## src/verilog/dbl_defs.vh

```
// dbl_defs.vh: offsets, field positions, reset values and counts for the dead-band/lfsr block
// assumes: included by the design files of the dbl block only
`ifndef DBL_DEFS_VH
`define DBL_DEFS_VH

// register byte addresses on apb
`define DBL_OFF_COUNT_STATE 12'h000
`define DBL_OFF_PERIOD_POLY 12'h004
`define DBL_OFF_COMPARE_SEED 12'h008
`define DBL_OFF_CONTROL 12'h00c
`define DBL_OFF_IRQ_STATUS 12'h010
`define DBL_OFF_IRQ_MASK 12'h014
`define DBL_OFF_STATUS 12'h018

// control register fields
`define DBL_CTL_ENABLE 0
`define DBL_CTL_MODE 1
`define DBL_CTL_CMP_LO 2
`define DBL_CTL_CMP_HI 3
`define DBL_CTL_WIDTH 4

// compare types
`define DBL_CMP_EQ 2'h0
`define DBL_CMP_LE 2'h1
`define DBL_CMP_LT 2'h2
`define DBL_CMP_NE 2'h3

// interrupt status bits
`define DBL_IRQ_TC 0
`define DBL_IRQ_CMP 1
`define DBL_IRQ_WIDTH 2

// reset values
`define DBL_RST_BYTE 8'h00
`define DBL_RST_CTL 4'h0
`define DBL_RST_IRQ 2'h0

// apb response timing: one wait-free access phase
`define DBL_ACCESS_CYCLES 1

`endif

```

## src/verilog/dbl_down_counter.v

```verilog
// dbl_down_counter.v: dead-band down counter with reload on terminal count
// assumes: same clock as the register file; load pulses come from bus logic
`timescale 1ns/1ps
module dbl_down_counter (
  // clock and reset
  input wire clk,
  input wire rst_n,
  // control
  input wire run,
  input wire load,
  input wire [7:0] load_value,
  input wire [7:0] period,
  // state
  output reg [7:0] count_reg,
  output wire terminal_count
);
  `include "dbl_defs.vh"

  reg [7:0] count_next;

  // zero count ends one pass of period plus one clocks
  assign terminal_count = run && (count_reg == 8'h00);

  // next count: bus load, reload after terminal count, else decrement
  always @* begin
    count_next = count_reg;
    if (load) begin
      count_next = load_value;
    end else if (run) begin
      if (count_reg == 8'h00) begin
        count_next = period;
      end else begin
        count_next = count_reg - 8'h01;
      end
    end
  end

  // count state register
  always @(posedge clk or negedge rst_n) begin
    if (!rst_n) begin
      count_reg <= `DBL_RST_BYTE;
    end else begin
      count_reg <= count_next;
    end
  end
endmodule

```

## src/verilog/dbl_lfsr.v

```verilog
// dbl_lfsr.v: eight-bit galois shift register with software polynomial
// assumes: same clock as the register file; polynomial stable while running
`timescale 1ns/1ps
module dbl_lfsr (
  // clock and reset
  input wire clk,
  input wire rst_n,
  // control
  input wire run,
  input wire data_in,
  input wire load,
  input wire [7:0] load_value,
  input wire [7:0] polynomial,
  // state
  output reg [7:0] state_reg
);
  `include "dbl_defs.vh"

  reg [7:0] state_next;
  wire feedback;

  // serial input folds into the msb feedback; zero input gives a plain sequence
  assign feedback = state_reg[7] ^ data_in;

  // next state: bus seed load wins over shifting
  always @* begin
    state_next = state_reg;
    if (load) begin
      state_next = load_value;
    end else if (run) begin
      state_next = {state_reg[6:0], 1'b0} ^ (feedback ? polynomial : 8'h00);
    end
  end

  // shift-register state
  always @(posedge clk or negedge rst_n) begin
    if (!rst_n) begin
      state_reg <= `DBL_RST_BYTE;
    end else begin
      state_reg <= state_next;
    end
  end
endmodule

```

## src/verilog/dbl_block.v

```verilog
// dbl_block.v: dead-band timer and crc/prs engine with an apb register file
// assumes: apb master on CLOCK; DATA_IN is an asynchronous pin
`timescale 1ns/1ps
module dbl_block (
  // clock and reset
  input wire CLOCK,
  input wire RESETN,
  // apb slave
  input wire PSEL,
  input wire PENABLE,
  input wire PWRITE,
  input wire [11:0] PADDR,
  input wire [31:0] PWDATA,
  output reg [31:0] PRDATA,
  output reg PREADY,
  output reg PSLVERR,
  // block pins
  input wire DATA_IN,
  output reg AUX_OUT,
  output reg DEADBAND_OUT,
  output reg IRQ
);
  `include "dbl_defs.vh"

  // register file
  reg [7:0] period_poly_reg;
  reg [7:0] compare_seed_reg;
  reg [`DBL_CTL_WIDTH-1:0] control_reg;
  reg [`DBL_IRQ_WIDTH-1:0] irq_status_reg;
  reg [`DBL_IRQ_WIDTH-1:0] irq_mask_reg;
  reg [7:0] compare_seed_next;
  reg [`DBL_IRQ_WIDTH-1:0] irq_status_next;
  reg [31:0] rdata_next;
  reg slverr_next;

  // pin synchroniser
  reg data_in_meta_reg;
  reg data_in_sync_reg;

  // datapath wires
  wire [7:0] count_state;
  wire [7:0] lfsr_state;
  wire terminal_count;
  wire enabled;
  wire lfsr_checksum_mode;
  wire [1:0] cmp_type;
  wire setup;
  wire wr;
  wire rd;
  wire hit_count;
  wire hit_period;
  wire hit_seed;
  wire hit_ctl;
  wire hit_stat;
  wire hit_mask;
  wire hit_info;
  wire mapped;
  wire db_load;
  wire lfsr_load;
  wire capture;
  wire cmp_result;
  wire [7:0] active_state;
  wire [`DBL_IRQ_WIDTH-1:0] irq_event;

  // compare of two bytes by the configured type
  function cmp_bytes;
    input [1:0] kind;
    input [7:0] a;
    input [7:0] b;
    begin
      case (kind)
        `DBL_CMP_EQ: cmp_bytes = (a == b);
        `DBL_CMP_LE: cmp_bytes = (a <= b);
        `DBL_CMP_LT: cmp_bytes = (a < b);
        default: cmp_bytes = (a != b);
      endcase
    end
  endfunction

  // word address match on the low twelve bits
  function addr_is;
    input [11:0] addr;
    input [11:0] offset;
    begin
      addr_is = (addr == offset);
    end
  endfunction

  // control fields
  assign enabled = control_reg[`DBL_CTL_ENABLE];
  assign lfsr_checksum_mode = control_reg[`DBL_CTL_MODE];
  assign cmp_type = control_reg[`DBL_CTL_CMP_HI:`DBL_CTL_CMP_LO];

  // apb decode; every access completes in its first access cycle
  assign setup = PSEL && !PENABLE;
  assign wr = setup && PWRITE;
  assign rd = setup && !PWRITE;
  assign hit_count = addr_is(PADDR, `DBL_OFF_COUNT_STATE);
  assign hit_period = addr_is(PADDR, `DBL_OFF_PERIOD_POLY);
  assign hit_seed = addr_is(PADDR, `DBL_OFF_COMPARE_SEED);
  assign hit_ctl = addr_is(PADDR, `DBL_OFF_CONTROL);
  assign hit_stat = addr_is(PADDR, `DBL_OFF_IRQ_STATUS);
  assign hit_mask = addr_is(PADDR, `DBL_OFF_IRQ_MASK);
  assign hit_info = addr_is(PADDR, `DBL_OFF_STATUS);
  assign mapped = hit_count | hit_period | hit_seed | hit_ctl | hit_stat | hit_mask | hit_info;

  assign db_load = wr && hit_period && !enabled && !lfsr_checksum_mode;
  assign lfsr_load = wr && hit_seed && !enabled && lfsr_checksum_mode;
  // disabled read of hidden state captures it
  assign capture = rd && hit_count && !enabled;

  assign active_state = lfsr_checksum_mode ? lfsr_state : count_state;

  assign cmp_result = enabled && lfsr_checksum_mode &&
    cmp_bytes(cmp_type, lfsr_state, compare_seed_reg);

  // events: terminal count and rising compare
  assign irq_event = {cmp_result && !AUX_OUT, terminal_count};

  // two-flop synchroniser on the serial data pin
  always @(posedge CLOCK or negedge RESETN) begin
    if (!RESETN) begin
      data_in_meta_reg <= 1'b0;
      data_in_sync_reg <= 1'b0;
    end else begin
      data_in_meta_reg <= DATA_IN;
      data_in_sync_reg <= data_in_meta_reg;
    end
  end

  // down counter reloads period after zero
  dbl_down_counter u_counter (
    .clk(CLOCK),
    .rst_n(RESETN),
    .run(enabled && !lfsr_checksum_mode),
    .load(db_load),
    .load_value(PWDATA[7:0]),
    .period(period_poly_reg),
    .count_reg(count_state),
    .terminal_count(terminal_count)
  );

  dbl_lfsr u_lfsr (
    .clk(CLOCK),
    .rst_n(RESETN),
    .run(enabled && lfsr_checksum_mode),
    .data_in(data_in_sync_reg),
    .load(lfsr_load),
    .load_value(PWDATA[7:0]),
    .polynomial(period_poly_reg),
    .state_reg(lfsr_state)
  );

  // seed/buffer next value; capture shares the byte with software writes
  always @* begin
    compare_seed_next = compare_seed_reg;
    if (capture) begin
      compare_seed_next = active_state;
    end else if (wr && hit_seed && lfsr_checksum_mode) begin
      compare_seed_next = PWDATA[7:0];
    end
  end

  // sticky status: an event in the clearing cycle survives
  always @* begin
    irq_status_next = irq_status_reg;
    if (wr && hit_stat) begin
      irq_status_next = irq_status_reg & ~PWDATA[`DBL_IRQ_WIDTH-1:0];
    end
    irq_status_next = irq_status_next | irq_event;
  end

  // read mux; hidden and write-only registers read zero
  always @* begin
    rdata_next = 32'h00000000;
    slverr_next = rd && !mapped;
    if (hit_seed) begin
      rdata_next = {24'h000000, compare_seed_reg};
    end else if (hit_ctl) begin
      rdata_next = {28'h0000000, control_reg};
    end else if (hit_stat) begin
      rdata_next = {30'h00000000, irq_status_reg};
    end else if (hit_mask) begin
      rdata_next = {30'h00000000, irq_mask_reg};
    end else if (hit_info) begin
      rdata_next = {22'h000000, terminal_count, AUX_OUT, active_state};
    end
    if (!rd) begin
      rdata_next = 32'h00000000;
    end
  end

  always @(posedge CLOCK or negedge RESETN) begin
    if (!RESETN) begin
      period_poly_reg <= `DBL_RST_BYTE;
      compare_seed_reg <= `DBL_RST_BYTE;
      control_reg <= `DBL_RST_CTL;
      irq_status_reg <= `DBL_RST_IRQ;
      irq_mask_reg <= `DBL_RST_IRQ;
    end else begin
      if (wr && hit_period) begin
        period_poly_reg <= PWDATA[7:0];
      end
      if (wr && hit_ctl) begin
        control_reg <= PWDATA[`DBL_CTL_WIDTH-1:0];
      end
      if (wr && hit_mask) begin
        irq_mask_reg <= PWDATA[`DBL_IRQ_WIDTH-1:0];
      end
      compare_seed_reg <= compare_seed_next;
      irq_status_reg <= irq_status_next;
    end
  end

  // apb answer: registered, valid in the access cycle after setup
  always @(posedge CLOCK or negedge RESETN) begin
    if (!RESETN) begin
      PRDATA <= 32'h00000000;
      PREADY <= 1'b0;
      PSLVERR <= 1'b0;
    end else begin
      PRDATA <= rdata_next;
      PREADY <= setup;
      PSLVERR <= slverr_next || (wr && !mapped);
    end
  end

  // outputs from flops; dead-band output high for one clock after each terminal count
  always @(posedge CLOCK or negedge RESETN) begin
    if (!RESETN) begin
      AUX_OUT <= 1'b0;
      DEADBAND_OUT <= 1'b0;
      IRQ <= 1'b0;
    end else begin
      AUX_OUT <= cmp_result;
      DEADBAND_OUT <= enabled && !lfsr_checksum_mode && terminal_count;
      IRQ <= |(irq_status_next & irq_mask_reg);
    end
  end
endmodule

```

## config.mk

```make
export PLATFORM = sky130hd
export DESIGN_NAME = dbl_block
export DESIGN_NICKNAME = d
export VERILOG_FILES = /design/src/verilog/dbl_down_counter.v /design/src/verilog/dbl_lfsr.v /design/src/verilog/dbl_block.v
export VERILOG_INCLUDE_DIRS = /design/src /design/src/verilog
export SDC_FILE = /design/constraint.sdc
export NUM_CORES = 1
export LEC_CHECK = 0
export BUFFER_PORTS_ARGS = -buffer_cell sky130_fd_sc_hd__buf_2
export CAP_MARGIN = 20
export CORE_MARGIN = 2
export CORE_UTILIZATION = 40
export CTS_CLUSTER_SIZE = 10
export DETAILED_ROUTE_END_ITERATION = 12
export PLACE_DENSITY = 0.69
export RECOVER_POWER = 25
export SLEW_MARGIN = 20
export SYNTH_ARGS = -nofsm -noshare
export SYNTH_HDL_FRONTEND = slang
export SYNTH_SLANG_ARGS = --single-unit
```

## constraint.sdc

```tcl
create_clock -name CLOCK -period 2 [get_ports CLOCK]
set_input_delay 0.1 -clock CLOCK [delete_from_list [all_inputs] [get_ports CLOCK]]
set_output_delay 0.1 -clock CLOCK [all_outputs]
set_load 0.02 [all_outputs]
```

==> run metrics <==
Sequential cell area=around 0.0014 sq mm; max_cap viols=0; Hold WS=32.82 ps; Final Cycle Share=0.9253; Setup crit end kind=register; Most used DFF post-synth=dfrtp_1; boundary pin count=87; CP max FO=3; dpl ws=136.3 ps; Final setup viols=0; met2 wire len=3.819 mm; drc violations=0; Int Power=1.715 mW; Max clock buf depth=2; # fillers=between 700 and 800; post-synthesis sequential area ratio=0.4187; cell taking the most area after synthesis=dfrtp_1; max reg flops=10; RSZ-0062 raised after global routing=false; number of routed nets with antenna violations=0; uppermost layer routed=met4; layout cells sized above 1=0.2148; Skew-Pair Late Insertion Delay=about 340 ps; minimum clock period after layout=1851 ps; Biggest register=PRDATA; initial antenna violation count=0; largest net degree at the start of global routing=58; CP Launch Type=register; asr flop ratio synth=1.000; Critical Path RT=roughly 2200 ps; Routed WL per cell=15.27 um; Row Count=33; VDD IR-drop max=0.0002933 V; skew final=8.189 ps; clock group share of total power=0.417; Clock transition at path regs=60 ps; met3 routed WL=468 um; die width=96.29 um; DIE HEIGHT=96.29 um; Congestion Overflow GR=0; top post-synthesis cells by area=dfrtp_1 (42%), mux2_2 (6.6%), buf_4 (4.8%); DRT Pass-1 Iters=5; antenna cells=0; Initial Util=0.4146; Vias/cell=5.353; setup slack after layout=149.3 ps; Initial DRC Count=184; vias in the first global route=2,827; Num CTS Buffers=9; synth warn=0; combinational share of power=0.074; EDFF count, synth=0; Leak Pwr=1.776 nW; Seq pwr share=0.509; multi-input logic area=between 0.0015 and 0.002 sq mm; Die ar.=0.009272 sq mm; synthesized cell area=0.003407 sq mm; Max Transition Viols Final=0; Hold Path Class=input port to register; H-tree Lvls=3; worst slew pin tran=1386 ps; utilization after layout=0.4785; DP Wirelength=between 5 and 6 mm; FF+latch count, synth=57; Layout area overhead=15.39%; final setup TNS=0 ps; status=finished clean; Sw Ratio=0.2486; core area=0.008217 sq mm; NumNets Final=473; Slew headroom=0.07581; Arrival @ worst endpoint=~2000 ps; post-synth cell types=55; Mapped Cells=357; first-pass GRT wire length=approximately 14 mm; Via Count=roughly 2,800; PD cells=580.5 mW/mm^2; post-synth top area share=0.4187; Post-Route M1 WL=3.525 mm; IO Port Bufs=40; GP Congestion=0.8139; f_max=between 0.5 and 0.6 GHz; CTS Root Cell=clkbuf_8; Routed WL=8.004 mm; CTS sink cnt=57; gr usage total=0.1938; CTS tree=done; final-report hold violation count=0; Psw=0.5673 mW; Worst Setup Path Type=register to register; post-synthesis area per instance=~9.5 sq um
-- layout make-up --
cell class,count,area share
multi-input cells,255,0.4389
flip-flops and latches,57,0.3628
repair buffers,63,0.09389
clock buffers,13,0.04042
well taps,105,0.03342
inverters,28,0.02673
clock inverters,3,0.003819
-- critical path, cell delays in order, from the launching register on --
cell and delay [ps]:
dfrtp_1 380, inv_1 60, ha_1 290, nand4_1 160, o211ai_1 210, o31ai_1 90
a2bb2oi_1 350, o221ai_1 160
-- power groups by stage --
stage / registers (mW) / clock network [mW] / logic [mW]
floorplan: 1.19 / 0 / 0.110
global placement: 1.18 / 0 / 0.163
detailed placement: 1.18 / 0 / 0.166
CTS: 1.16 / 0.980 / 0.170
global route: 1.16 / 1.02 / 0.187
finish: 1.16 / 0.952 / 0.168
-- layer usage --
metal,GRT usage,up-vias
li1,-,1350
met1,0.2421,1343
met2,0.3154,93
met3,0.04777,19
met4,0.08920,0
met5,0,-
-- cells by family after synthesis --
logic type,after synthesis,share of synthesized area
AOI/OAI and AO/OA,74,0.1550
xor gates and xnor gates,10,0.02571
adders and majority gates,9,0.03305
buffers and inverters,66,0.1003
DFF,57,0.4187
muxes,24,0.07786
other,1,0.001101
and+or+nand+nor,116,0.1884
-- layout by cell type (no fill, tap or decap), types with 2 or more instances in the layout --
master / Yosys / routed
a21o_1: 2 / 2
a21oi_1: 7 / 7
a221o_1: 3 / 3
a221oi_1: 8 / 8
a22oi_1: 6 / 6
a2bb2oi_1: 2 / 2
a31oi_1: 8 / 8
and2_1: 3 / 3
and3_1: 6 / 6
and4_1: 5 / 5
buf_2: 3 / 25
buf_4: 22 / 19
clkbuf_1: 9 / 17
clkbuf_8: 0 / 11
clkinv_2: 0 / 3
conb_1: 1 / 22
dfrtp_1: 57 / 57
dlygate4sd3_1: 0 / 2
ha_1: 9 / 9
inv_1: 28 / 28
mux2_2: 20 / 20
mux2i_1: 4 / 4
nand2_1: 32 / 32
nand2b_1: 4 / 4
nand3_1: 16 / 16
nand4_1: 5 / 5
nor2_1: 20 / 20
nor2b_1: 3 / 3
nor3_1: 10 / 10
nor4_4: 2 / 2
o211ai_1: 5 / 5
o21ai_0: 15 / 15
o22ai_1: 3 / 3
o31ai_1: 4 / 4
or2_2: 2 / 2
xnor2_1: 8 / 8
xor2_1: 2 / 2
-- worst paths after layout --
check	startpoint	to	slack, ps	depth (start not counted)
setup / recovery	compare_seed_reg[5]	IRQ	150	7
hold / removal	PWDATA[7]	u_counter.count_reg[7]	30	2
setup reg to reg	compare_seed_reg[5]	IRQ	150	7
hold reg to reg	data_in_meta_reg	data_in_sync_reg	350	0
max in group asynchronous	RESETN	period_poly_reg[6]	460	3
min in group asynchronous	RESETN	AUX_OUT	690	3
-- stage by stage --
stage	std cells	area [sq um]	total power [mW]
finish	524	3931	2.282
detailed placement	506	3751	1.350
global route	524	3931	2.373
floorplan	378	3486	1.297
CTS	524	3945	2.311
global placement	506	3751	1.346
-- cells in the mapped netlist (all sizes together) (4+ instances only) --
cell / instances
dfrtp: 57
nand2: 32
buf: 29
inv: 28
nor2: 21
mux2: 20
nand3: 16
o21ai: 16
nor3: 12
clkbuf: 9
ha: 9
a221oi: 8
a31oi: 8
xnor2: 8
a21oi: 7
a22oi: 6
and3: 6
and4: 5
nand4: 5
o211ai: 5
mux2i: 4
nand2b: 4
o31ai: 4
-- what timing repair did --
item	4_1_cts	5_1_grt
setup endpoints to repair	0	1
endpoints found under the hold margin	58	0
buffers inserted	0	0
resized for setup	0	1
hold buffers	2	0
(Power assumes the default switching activity.)
